--- src/core/reload_capture_timer_pkg.sv ---
/*
 * constants, mode enumeration and port structs for the reload/capture timer core
 * assumes one system clock; all control bits arrive packed in the timer_ctrl_s port struct
 */
package reload_capture_timer_pkg;
    localparam int          CNT_W          = 16;
    localparam int          PS_W           = 4;
    localparam logic [15:0] COUNT_MIN      = 16'h0000;
    localparam logic [15:0] COUNT_MAX      = 16'hFFFF;
    localparam logic [15:0] COUNT_RST      = 16'h0000;
    localparam logic [15:0] RELOAD_RST     = 16'h0000;
    localparam logic [3:0]  PRESCALE_RST   = 4'h5;

    typedef enum logic [2:0] {
        MODE_OFF,
        MODE_FREQ_GEN,
        MODE_BAUD_GEN,
        MODE_CAPTURE,
        MODE_RELOAD_UP,
        MODE_RELOAD_UPDOWN
    } timer_mode_e;

    // software-side control bits
    typedef struct packed {
        logic       runControlBit;
        logic       timerOrCounterSelect;
        logic       captureNotReload;
        logic       downCountEnable;
        logic       toggleOutputEnable;
        logic       txBaudClockSelect;
        logic       rxBaudClockSelect;
        logic       extInputEnable;
        logic       rateHalvingBit;
        logic       fastMode;
        logic [3:0] prescaleValue;
    } timer_ctrl_s;

    // software writes to counter and reload/capture register
    typedef struct packed {
        logic        countWrite;
        logic [15:0] countData;
        logic        reloadWrite;
        logic [15:0] reloadData;
        logic        flagClear;
        logic        extFlagClear;
    } timer_write_s;
endpackage

--- src/core/reload_capture_timer_core.sv ---
/*
 * counting core and mode selection of a 16-bit timer/counter with one
 * 16-bit reload/capture register; assumes all inputs synchronous to clk_sys
 */
// What this block does
// RQ1: sixteen-bit counter, increments each clock unprescaled
// RQ2: select bit picks clocks or external events
// RQ3: compatibility mode prescales outside baud and frequency modes, default divide six
// RQ4: compatibility rate-halving bit halves count rate
// RQ5: fast mode bypasses prescaler unless halving set
// RQ6: baud and frequency modes skip prescaler
// RQ7: fast counter samples pin, counts high-low
// RQ8: counted value visible cycle after detection
// RQ9: source holds each level one clock
// RQ10: compatibility samples pin at prescaler rate
// RQ11: mode precedence: off, freq, baud, capture/reload
// RQ12: capture or reload up, up-down with enable
// RQ13: min 0000H, max FFFFH, bottom reload value
// RQ14: direction input and external reload/capture trigger
// RQ15: toggle output pin on overflow, freq mode
// RQ16: external-event flag set on trigger, software clears
// RQ17: no event interrupt in up-down mode
// RQ18: reset clears counter, reload register, flags, output, mode
// RQ19: run clear holds counter value
`timescale 1ns/10ps
module reload_capture_timer_core
    import reload_capture_timer_pkg::*;
(
    // clock and reset
    input  wire logic               clk_sys,
    input  wire logic               nrst,
    // software control and writes
    input  wire timer_ctrl_s        ctrl,
    input  wire timer_write_s       wr,
    // external pins
    input  wire logic               extCountPin,
    input  wire logic               extReloadCaptureInput,
    input  wire logic               countDirection,
    // state seen by software
    output logic [CNT_W-1:0]        count,
    output logic [CNT_W-1:0]        reloadCapture,
    output logic                    overflowFlag,
    output logic                    extEventFlag,
    output logic                    extEventIrq,
    output logic                    toggleOut,
    output timer_mode_e             mode
);
    // prescaler position and halving phase
    logic [PS_W-1:0]  psCount;
    logic             halfPhase;
    // last sampled levels of count pin and trigger input; both reset low
    // so that a pin held low through reset cannot fake a falling edge after reset
    logic             pinSample;
    logic             trigSample;
    // counter value for the next clock
    logic [CNT_W-1:0] next_count;

    // mode decode in precedence order
    wire timer_mode_e next_mode =
        !ctrl.runControlBit ? MODE_OFF :                        // RQ11
        ctrl.toggleOutputEnable ? MODE_FREQ_GEN :
        (ctrl.txBaudClockSelect || ctrl.rxBaudClockSelect) ? MODE_BAUD_GEN :
        ctrl.captureNotReload ? MODE_CAPTURE :                  // RQ12
        ctrl.downCountEnable ? MODE_RELOAD_UPDOWN : MODE_RELOAD_UP;

    // prescaler: divide by prescale value plus one, optionally doubled
    wire noPrescale  = (next_mode == MODE_FREQ_GEN) || (next_mode == MODE_BAUD_GEN) // RQ6
                     || (ctrl.fastMode && !ctrl.rateHalvingBit);                    // RQ5
    wire psWrap      = (psCount[PS_W-1:0] >= ctrl.prescaleValue);                   // RQ3
    wire halveNeeded = !ctrl.fastMode && ctrl.rateHalvingBit;                       // RQ4
    wire rateTick    = noPrescale ? 1'b1 : (psWrap && (!halveNeeded || halfPhase));

    // counter input: clock tick or sampled falling edge of count pin
    wire sampleNow   = ctrl.fastMode ? 1'b1 : rateTick;                             // RQ10
    wire fallSeen    = sampleNow && pinSample && !extCountPin;                      // RQ7
    wire countStep   = ctrl.timerOrCounterSelect ? fallSeen : rateTick;             // RQ2
    wire running     = (next_mode != MODE_OFF);                                     // RQ19

    // external trigger edge and direction
    wire trigFall    = trigSample && !extReloadCaptureInput && ctrl.extInputEnable; // RQ14
    wire upDown      = (next_mode == MODE_RELOAD_UPDOWN);
    wire goDown      = upDown && !countDirection;
    wire atTop       = (count == COUNT_MAX);                                        // RQ13
    wire atBottom    = (count == reloadCapture);
    wire overflow    = running && countStep && (goDown ? atBottom : atTop);
    wire reloadNow   = (next_mode == MODE_RELOAD_UP) || (next_mode == MODE_BAUD_GEN)
                     || (next_mode == MODE_FREQ_GEN);
    wire trigAct     = running && trigFall && (next_mode == MODE_CAPTURE
                     || next_mode == MODE_RELOAD_UP);                               // RQ16

    // next counter value
    always_comb
    begin
        next_count = count;
        // a software write beats every other source
        if (wr.countWrite)
            next_count = wr.countData;
        else if (trigAct && next_mode == MODE_RELOAD_UP)
            next_count = reloadCapture;
        else if (running && countStep)                                              // RQ1
        begin
            // down count wraps from bottom to the top value
            if (goDown)
                next_count = atBottom ? COUNT_MAX : count - 16'h0001;
            // up count reloads bottom at the top value, capture mode rolls to zero
            else if (atTop && (reloadNow || upDown))
                next_count = reloadCapture;
            else
                next_count = count + 16'h0001;                                      // RQ8
        end
    end

    // prescaler and input samplers
    always_ff @(posedge clk_sys)
    begin
        if (!nrst)
        begin
            psCount    <= '0;
            halfPhase  <= 1'b0;
            pinSample  <= 1'b0;
            trigSample <= 1'b0;
        end
        else
        begin
            psCount    <= psWrap ? '0 : psCount + 1'b1;
            halfPhase  <= psWrap ? !halfPhase : halfPhase;
            pinSample  <= sampleNow ? extCountPin : pinSample;
            trigSample <= extReloadCaptureInput;
        end
    end

    // counter, reload/capture register, flags and output
    always_ff @(posedge clk_sys)
    begin
        if (!nrst)                                                                  // RQ18
        begin
            count         <= COUNT_RST;
            reloadCapture <= RELOAD_RST;
            overflowFlag  <= 1'b0;
            extEventFlag  <= 1'b0;
            extEventIrq   <= 1'b0;
            toggleOut     <= 1'b0;
            mode          <= MODE_OFF;
        end
        else
        begin
            count         <= next_count;
            mode          <= next_mode;
            if (wr.reloadWrite)
                reloadCapture <= wr.reloadData;
            else if (trigAct && next_mode == MODE_CAPTURE)
                reloadCapture <= count;
            // set wins over clear
            overflowFlag  <= (overflow && next_mode != MODE_BAUD_GEN)
                             || (overflowFlag && !wr.flagClear);
            extEventFlag  <= trigAct || (extEventFlag && !wr.extFlagClear);        // RQ16
            extEventIrq   <= (trigAct || (extEventFlag && !wr.extFlagClear)) && !upDown; // RQ17
            if (overflow && next_mode == MODE_FREQ_GEN)                             // RQ15
                toggleOut <= !toggleOut;
        end
    end

    // checks, gathered after all of the logic that they guard

    // reset leaves counter and mode cleared
    reset_state_a: assert property (@(posedge clk_sys) !nrst |=> count == COUNT_RST
        && mode == MODE_OFF) else $error("reset state wrong"); // RQ18

    // reset also clears reload register, flags and output pin
    reset_outs_a: assert property (@(posedge clk_sys) !nrst |=> reloadCapture == RELOAD_RST
        && !overflowFlag && !extEventFlag && !extEventIrq && !toggleOut) // RQ18
        else $error("reset outputs wrong");

    // an idle timer keeps its value
    hold_off_a: assert property (@(posedge clk_sys) disable iff (!nrst)
        (next_mode == MODE_OFF && !wr.countWrite) |=> $stable(count))
        else $error("counter moved while off"); // RQ19

    // software writes land whatever the mode
    // so a stopped timer can still be preset
    count_write_a: assert property (@(posedge clk_sys) disable iff (!nrst) // RQ19
        wr.countWrite |=> count == $past(wr.countData))
        else $error("count write lost");

    // unprescaled timer steps every clock
    fast_timer_a: assert property (@(posedge clk_sys) disable iff (!nrst)
        (next_mode == MODE_RELOAD_UP && ctrl.fastMode && !ctrl.rateHalvingBit
        && !ctrl.timerOrCounterSelect && !wr.countWrite && !trigAct && !atTop)
        |=> count == $past(count) + 16'h0001) else $error("fast timer step"); // RQ1

    // no tick and no event means no step
    // whichever source the select bit picks
    no_step_a: assert property (@(posedge clk_sys) disable iff (!nrst) // RQ2
        (running && !countStep && !wr.countWrite && !trigAct) |=> $stable(count))
        else $error("step without tick");

    // a detected falling edge shows up one clock later
    edge_count_a: assert property (@(posedge clk_sys) disable iff (!nrst)
        (ctrl.timerOrCounterSelect && ctrl.fastMode && next_mode == MODE_RELOAD_UP
        && pinSample && !extCountPin && !wr.countWrite && !trigAct && !atTop)
        |=> count == $past(count) + 16'h0001) else $error("edge not counted"); // RQ8

    // two edges cannot be seen in adjacent clocks,
    // which caps the count rate at half the clock
    max_rate_a: assert property (@(posedge clk_sys) disable iff (!nrst) // RQ7
        (fallSeen && ctrl.fastMode) |=> !fallSeen)
        else $error("edge rate too high");

    // down counting steps by one above bottom
    // in up-down mode the direction pin chooses the way
    down_step_a: assert property (@(posedge clk_sys) disable iff (!nrst) // RQ14
        (running && countStep && goDown && !atBottom && !wr.countWrite)
        |=> count == $past(count) - 16'h0001) else $error("down step wrong");

    // down counting at bottom wraps to the top value
    // and reports an overflow
    down_wrap_a: assert property (@(posedge clk_sys) disable iff (!nrst) // RQ13
        (running && countStep && goDown && atBottom && !wr.countWrite)
        |=> count == COUNT_MAX) else $error("down wrap wrong");

    // reloading modes restart from bottom at the top value
    // instead of rolling to zero
    reload_wrap_a: assert property (@(posedge clk_sys) disable iff (!nrst) // RQ13
        (running && countStep && !goDown && atTop && reloadNow && !wr.countWrite
        && !trigAct) |=> count == $past(reloadCapture)) else $error("reload wrap wrong");

    // trigger edge reloads the counter in reload-up mode
    // a count write on the same clock still wins
    trig_reload_a: assert property (@(posedge clk_sys) disable iff (!nrst) // RQ14
        (trigAct && next_mode == MODE_RELOAD_UP && !wr.countWrite)
        |=> count == $past(reloadCapture)) else $error("trigger reload lost");

    // trigger edge latches the count in capture mode
    // a reload write on the same clock still wins
    capture_load_a: assert property (@(posedge clk_sys) disable iff (!nrst) // RQ16
        (trigAct && next_mode == MODE_CAPTURE && !wr.reloadWrite)
        |=> reloadCapture == $past(count)) else $error("capture lost");

    // output pin flips on each overflow in frequency mode
    freq_toggle_a: assert property (@(posedge clk_sys) disable iff (!nrst)
        (overflow && next_mode == MODE_FREQ_GEN) |=> toggleOut != $past(toggleOut))
        else $error("no toggle on overflow"); // RQ15

    // without such an overflow the pin keeps its level
    // so software sees a clean square wave
    no_toggle_a: assert property (@(posedge clk_sys) disable iff (!nrst) // RQ15
        !(overflow && next_mode == MODE_FREQ_GEN) |=> $stable(toggleOut))
        else $error("stray toggle");

    // an overflow outside baud mode raises the flag
    // so that a clear on the same clock loses
    ovf_set_a: assert property (@(posedge clk_sys) disable iff (!nrst) // RQ13
        (overflow && next_mode != MODE_BAUD_GEN) |=> overflowFlag)
        else $error("overflow flag missed");

    // a clear with no overflow drops the flag
    // software alone takes it down
    ovf_clear_a: assert property (@(posedge clk_sys) disable iff (!nrst) // RQ13
        (wr.flagClear && !overflow) |=> !overflowFlag)
        else $error("overflow flag stuck");

    // an accepted trigger raises the event flag
    ext_flag_a: assert property (@(posedge clk_sys) disable iff (!nrst)
        trigAct |=> extEventFlag) else $error("event flag missed"); // RQ16

    // a clear with no trigger drops the event flag
    // set wins when both fall in one clock
    flag_clear_a: assert property (@(posedge clk_sys) disable iff (!nrst) // RQ16
        (wr.extFlagClear && !trigAct) |=> !extEventFlag)
        else $error("event flag stuck");

    // with the trigger input disabled the flag cannot rise
    // whatever the trigger pin does
    flag_hold_a: assert property (@(posedge clk_sys) disable iff (!nrst) // RQ16
        (!ctrl.extInputEnable && !extEventFlag) |=> !extEventFlag)
        else $error("event flag without enable");

    // up-down counting never raises the event irq
    updown_irq_a: assert property (@(posedge clk_sys) disable iff (!nrst)
        upDown |=> !extEventIrq) else $error("irq in up-down"); // RQ17

    // run bit clear forces the off mode
    // before any other select bit is looked at
    off_mode_a: assert property (@(posedge clk_sys) disable iff (!nrst) // RQ11
        !ctrl.runControlBit |=> mode == MODE_OFF)
        else $error("off precedence");

    // toggle enable outranks everything but run
    mode_prec_a: assert property (@(posedge clk_sys) disable iff (!nrst)
        (ctrl.runControlBit && ctrl.toggleOutputEnable) |=> mode == MODE_FREQ_GEN)
        else $error("mode precedence"); // RQ11

    // either baud select outranks capture and reload
    // when the toggle output is off
    baud_prec_a: assert property (@(posedge clk_sys) disable iff (!nrst) // RQ11
        (ctrl.runControlBit && !ctrl.toggleOutputEnable && (ctrl.txBaudClockSelect
        || ctrl.rxBaudClockSelect)) |=> mode == MODE_BAUD_GEN) else $error("baud precedence");

    // capture bit picks capture mode
    // with no baud select and no toggle output
    capture_mode_a: assert property (@(posedge clk_sys) disable iff (!nrst) // RQ12
        (ctrl.runControlBit && !ctrl.toggleOutputEnable && !ctrl.txBaudClockSelect
        && !ctrl.rxBaudClockSelect && ctrl.captureNotReload) |=> mode == MODE_CAPTURE)
        else $error("capture mode");

    // down enable picks up-down reload
    // when capture is not selected
    updown_mode_a: assert property (@(posedge clk_sys) disable iff (!nrst) // RQ12
        (ctrl.runControlBit && !ctrl.toggleOutputEnable && !ctrl.txBaudClockSelect
        && !ctrl.rxBaudClockSelect && !ctrl.captureNotReload && ctrl.downCountEnable)
        |=> mode == MODE_RELOAD_UPDOWN) else $error("up-down mode");

    // plain reload counts up only
    // when neither capture nor down enable is set
    reload_mode_a: assert property (@(posedge clk_sys) disable iff (!nrst) // RQ12
        (ctrl.runControlBit && !ctrl.toggleOutputEnable && !ctrl.txBaudClockSelect
        && !ctrl.rxBaudClockSelect && !ctrl.captureNotReload && !ctrl.downCountEnable)
        |=> mode == MODE_RELOAD_UP) else $error("reload mode");
endmodule

--- config.mk ---
export PLATFORM = sky130hd
export DESIGN_NAME = reload_capture_timer_core
export DESIGN_NICKNAME = d
export VERILOG_FILES = /design/src/core/reload_capture_timer_pkg.sv /design/src/core/reload_capture_timer_core.sv
export SDC_FILE = /design/constraint.sdc
export NUM_CORES = 1
export LEC_CHECK = 0
export BUFFER_PORTS_ARGS = -buffer_cell sky130_fd_sc_hd__buf_2
export CAP_MARGIN = 20
export CORE_MARGIN = 2
export CORE_UTILIZATION = 45
export CTS_BUF_LIST = sky130_fd_sc_hd__clkbuf_4
export DETAILED_ROUTE_END_ITERATION = 6
export GPL_TIMING_DRIVEN = 0
export PLACE_DENSITY = 0.73
export REMOVE_ABC_BUFFERS = 1
export SYNTH_ARGS = -nofsm -noshare
export SYNTH_HDL_FRONTEND = slang
export SYNTH_SLANG_ARGS = --single-unit
--- constraint.sdc ---
create_clock -name clk_sys -period 2.15 [get_ports clk_sys]
set_input_delay 0.1075 -clock clk_sys [delete_from_list [all_inputs] [get_ports clk_sys]]
set_output_delay 0.1075 -clock clk_sys [all_outputs]
set_load 0.05 [all_outputs]
# Word level (Yosys, flattened, before mapping)
# Cells that the tools add are included.
# op_classes
add_sub_neg	3
order_cmp	1
n_eq_ne	8
mux	17
bitwise	1
reduce_logical	45
# op_table
operator	n
2-to-1 mux 16 bit	8
logical AND 1 bit	20
adder 16 x 1 -> 16 bit (second input constant)	1
equality test 16 bit	1
equality test 16 bit (second input constant)	1
subtractor 16 x 1 -> 16 bit (second input constant)	1
2-to-1 mux 3 bit	4
logical NOT 1 bit	11
logical OR 1 bit	10
equality test 3 x 2 -> 1 bit (second input constant)	2
equality test 3 bit (second input constant)	2
nonzero test 3 bit	2
2-to-1 mux 1 bit	5
adder 4 x 1 -> 4 bit (second input constant)	1
greater-or-equal comparator 4 bit	1
equality test 3 x 1 -> 1 bit (second input constant)	1
inequality test 3 x 2 -> 1 bit (second input constant)	1
nonzero test 2 bit	1
OR reduction 2 bit	1
NOT 1 bit	1
# totals
register_bits	46
out_inout_bits	39

# Depth between registers and ports, before layout
# depth
word_depth	17
mapped_depth	10
depth_no_buf	9

# Least setup slack after synthesis
# OpenSTA, ideal clock, no wires.
# synth_path
path_type	register to register
from	register count[1]
to	register count[3]
setup_ns	0.074
arrival_time_ns	2.497
required_time_ns	2.076
slack_ns	-0.422
path_stages_with_launch	10
period_less_slack_ns	2.572
cell_sequence	dfxtp_1 > ha_1 > and4_1 > nand4_4 > nor3_2 > nor2_1 > buf_2 > a221oi_1 > o211ai_1 > a31oi_1
# synth_via
elab_chain_cells	7
word_cells_on_any_way	11
cone_classes	add/sub (2); eq/ne (2); mux (6); reduce/logical (1)
# synth_lines
element	line_no	text
start, declared	reload_capture_timer_core.sv:40	output logic [CNT_W-1:0] count,
start signal, assigned	reload_capture_timer_core.sv:147	count <= next_count;
branches (longest 3 deep; another with adder 16 x 1 -> 16 bit)	n/a	
2-to-1 mux 16 bit (*)	reload_capture_timer_core.sv:103	if (goDown)
2-to-1 mux 16 bit (*)	reload_capture_timer_core.sv:100	else if (running && countStep)
2-to-1 mux 16 bit (*)	reload_capture_timer_core.sv:98	else if (trigAct && next_mode == MODE_RELOAD_UP)
2-to-1 mux 16 bit (*)	reload_capture_timer_core.sv:96	if (wr.countWrite)
# Mark *: on every way between the ends. The select of a mux whose other input is x is not followed.
# A chain may end at the register's enable or synchronous reset.

# Final worst setup path
# layout_path
from	register psCount[0]
to	register count[10]
# layout_via
elab_chain_cells	9
# layout_lines
element	line_no	text
start, declared	reload_capture_timer_core.sv:49	logic [PS_W-1:0] psCount;
start signal, assigned	reload_capture_timer_core.sv:125	psCount <= psWrap ? '0 : psCount + 1'b1;
greater-or-equal comparator 4 bit (*)	reload_capture_timer_core.sv:69	wire psWrap = (psCount[PS_W-1:0] >= ctrl.prescaleValue);
logical AND 1 bit (*)	reload_capture_timer_core.sv:71	wire rateTick = noPrescale ? 1'b1 : (psWrap && (!halveNeeded || halfPhase));
2-to-1 mux 1 bit (*)	reload_capture_timer_core.sv:71	
2-to-1 mux 1 bit	reload_capture_timer_core.sv:74	wire sampleNow = ctrl.fastMode ? 1'b1 : rateTick;
logical AND 1 bit (2 in a row)	reload_capture_timer_core.sv:75	wire fallSeen = sampleNow && pinSample && !extCountPin;
2-to-1 mux 1 bit (*)	reload_capture_timer_core.sv:76	wire countStep = ctrl.timerOrCounterSelect ? fallSeen : rateTick;
logical AND 1 bit (*)	reload_capture_timer_core.sv:100	
nonzero test 3 bit (no line) (*)	n/a	
# Mark *: on every way between the ends. The rest lies on a longest branch, timed or not.

==> results.sh <==
export IMPL_status="complete, but fails checks"
export IMPL_failed_checks="setup timing"
export IMPL_grt_pass1_vias=3419
export IMPL_p_comb_share_pct=35.9
export IMPL_path_cells="inv_2 -> ha_4 -> nand2b_4 -> a2111oi_4 -> o311ai_4 -> buf_4 -> a311o_2 -> o221ai_1 -> nor3_1"
export IMPL_setup_viol=16
export IMPL_r2r_start="psCount[0]"
export IMPL_gp_congestion=0.902
export IMPL_yosys_top_cells_count="52 x nor2_1, 46 x dfxtp_1, 23 x xnor2_1, 21 x nor3_1, 19 x mux2i_1"
export IMPL_cp_required_ns=2.42
export IMPL_syn_area_per_cell_um2=8.22
export IMPL_worst_slew_pin_slew_ns=0.865
export IMPL_critPathCaptureType="flop"
export IMPL_die_w_um=90.3
export IMPL_r2r_end="count[10]"
export IMPL_r2r_cells=9
export IMPL_crit_path_start_kind="flop"
export IMPL_track_usage_pct=26.0
export IMPL_die_area_um2=8160
export IMPL_grt_first_pass_wirelength_um=17400
export IMPL_synth_xor_area_share_pct=7.53
export IMPL_clock_sinks=46
export IMPL_slew_headroom_pct=42.3
export IMPL_root_buffer="clkbuf_4"
export IMPL_yosysMostFrequentCell="nor2_1"
export IMPL_routedWlPerCell_um=17.9
export IMPL_switching_share_pct=40.3
export IMPL_num_antenna_cells=0
export IMPL_rsz0062_at_grt="true"
export IMPL_grt_max_degree=33
export IMPL_yosys_area_share_simple_pct=24.1
export IMPL_power_mw=2.32
export IMPL_placementRows=31
export IMPL_synth_ff_type="dfxtp_1"
export IMPL_crit_buf_inv=2
export IMPL_htreeDepth=2
export IMPL_syn_area_um2=3350
export IMPL_fin_crit_ns=2.25
export IMPL_synth_fa_ha_area_share_pct=2.61
export IMPL_clkLatencyLatePin_ns=0.37
export IMPL_crit_arrival_ns=2.52
export IMPL_start_util_pct=46.2
export IMPL_regToRegSetupSlack_ns=-0.1
export IMPL_numCtsBuffers=5
export IMPL_power_leakage_nw=1.83
export IMPL_drv_slew=0
export IMPL_via_per_inst=6.04
export IMPL_drive_gt1_share_pct=38.9
export IMPL_drtIter0Drc=347
export IMPL_startpoint="psCount[0]"
export IMPL_min_from="wr[20]"
export IMPL_dp_hpwl_um=7050
export IMPL_wl_met1_um=4710
export IMPL_routed_wl_um=10900
export IMPL_synth_top_family_by_area="compound AO/OA/AOI/OAI gates"
export IMPL_finClkSkew_ns=0.00350
export IMPL_fin_hold_ws_ns=0.0197
export IMPL_clkPwrFrac_pct=18.4
export IMPL_critical_path_endpoint="count[10]"
export IMPL_yosysTopAreaCell="dfxtp_1"
export IMPL_synth_edf_count=0
export IMPL_ant_nets=0
export IMPL_maxUsedRoutingLayer="met4"
export IMPL_hold_class="input port to flop"
export IMPL_ys_seq_area_share_pct=27.5
export IMPL_powerDensity_nw_per_um2=528
export IMPL_fin_nets=570
export IMPL_cts_tree="done"
export IMPL_core_area_um2=7250
export IMPL_clk_pin_slew_ns=0.14
export IMPL_synth_seq_cells=46
export IMPL_fmax_mhz=445
export IMPL_synthArstFlopShare_pct=0
export IMPL_slowest_delay_ns=0.40
export IMPL_io_buffers=93
export IMPL_p_seq_share_pct=45.7
export IMPL_area_delta_synth_final_pct=30.8
export IMPL_clock_path_buffers=2
export IMPL_worstHoldPathCells=3
export IMPL_crit_slowest_cell="a311o_2"
export IMPL_path_depth=9
export IMPL_cp_max_fo=5
export IMPL_crit_type="flop to flop"
export IMPL_hold_viol=0
export IMPL_num_vias=3671
export IMPL_drv_cap=0
export IMPL_p_sw_mw=0.934
export IMPL_fin_ws_ns=-0.0961
export IMPL_cp_top_family="compound AO/OA/AOI/OAI gates"
export IMPL_peakVddDrop_mv=0.288
export IMPL_period_share_pct=104
export IMPL_postSynthCellCount=408
export IMPL_wl_met3_um=730
export IMPL_p_int_mw=1.38
export IMPL_drc=0
export IMPL_synth_largest_type_area_fraction_pct=27.5
export IMPL_synth_area_top_cells="dfxtp_1 27%, xnor2_1 6.0%, nor2_1 5.8%, mux2i_1 5.7%, a211oi_1 4.0%"
export IMPL_dr_pass1_iters=6
export IMPL_dr_wl_met2_um=5210
export IMPL_pin_count=94
export IMPL_overflow=0
export IMPL_synth_cell_types=66
export IMPL_synth_mux_area_share_pct=5.67
export IMPL_antenna_found_initial=0
export IMPL_synth_compound_area_share_pct=25.6
export IMPL_yosys_warnings=0
export IMPL_die_height_um=90.3
cells in the final DEF (no fill, tap or decap), types with 11 or more instances in the layout:
master	count
dfxtp_1	29
nor3_1	20
buf_2	93
nor2_1	49
nand2_1	17
nand3_1	13
xnor2_1	23
a21oi_1	11
inv_1	13
o21ai_0	12
mux2i_1	19
buf_4	23
a211oi_1	16
worst register-to-register path, stage by stage, from the launching register on:
cell and delay (ns):
dfxtp_2 0.36, inv_2 0.05, ha_4 0.23, nand2b_4 0.14
a2111oi_4 0.36, o311ai_4 0.14, buf_4 0.21, a311o_2 0.40
o221ai_1 0.20, nor3_1 0.06
cell type report:
type	count	area, um2
fillers	668	2870
inverters	16	63.8
repair buffers	123	712
multi-input cells	316	2470
clock buffers	6	45.0
well taps	99	124
clock inverters	2	8.76
flip-flops and latches	46	960
power by group through the flow:
stage	clock [mW]	sequential, mW	combinational, mW
after detailed placement	0	1.06	0.702
after floorplan	0	1.21	0.328
after CTS	0.428	1.05	0.788
final	0.426	1.06	0.833
after global routing	0.462	1.07	0.890
after global placement	0	1.06	0.690
cell families (layout without fill, tap and decap cells):
logic type / after synthesis / in the layout
mux: 19 / 19
compound gates: 112 / 114
flops: 46 / 46
buf+inv: 49 / 147
xor+xnor: 28 / 28
simple gates: 147 / 148
fa+ha+maj: 7 / 7
how the worst min path moves through the flow:
stage / to / slack, ns
after CTS: count[1] / 0.02
after detailed placement: trigSample / 0.35
after floorplan: trigSample / 0.23
after global placement: trigSample / 0.32
final: count[1] / 0.02
after global routing: count[1] / 0.02
routing by layer:
layer / up-vias / global-route usage [%]
li1: 1732 / -
met1: 1756 / 33.5
met2: 161 / 44.6
met3: 22 / 4.17
met4: 0 / 8.21
met5: - / 0
what timing repair did:
item                                    CTS  global route
pin swaps                                26             6
resized for setup                        62            16
cloned                                    3             0
setup buffers                            16            10
endpoints found under the hold margin     4             0
endpoints found under the setup margin   34            22
hold buffers                              4             0
flip-flops by register name (all words and copies together) (netlist names):
name,cells
reloadCapture,16
extEventIrq,1
halfPhase,1
count,16
toggleOut,1
mode,3
trigSample,1
psCount,4
extEventFlag,1
overflowFlag,1
pinSample,1
through the flow:
step	cell area, um2	util, %	cells	setup slack, ns	TNS (ns)
floorplan	3180	-	375	-0.431	-5.70
global placement	3770	51.9	567	-0.970	-13.32
detailed placement	3770	51.9	567	-0.997	-14.46
CTS	4240	58.5	598	-0.0598	-0.496
global route	4390	60.5	608	-0.130	-1.59
finish	4390	60.5	608	-0.0961	-0.919
Power figures use the tool's default switching activity.
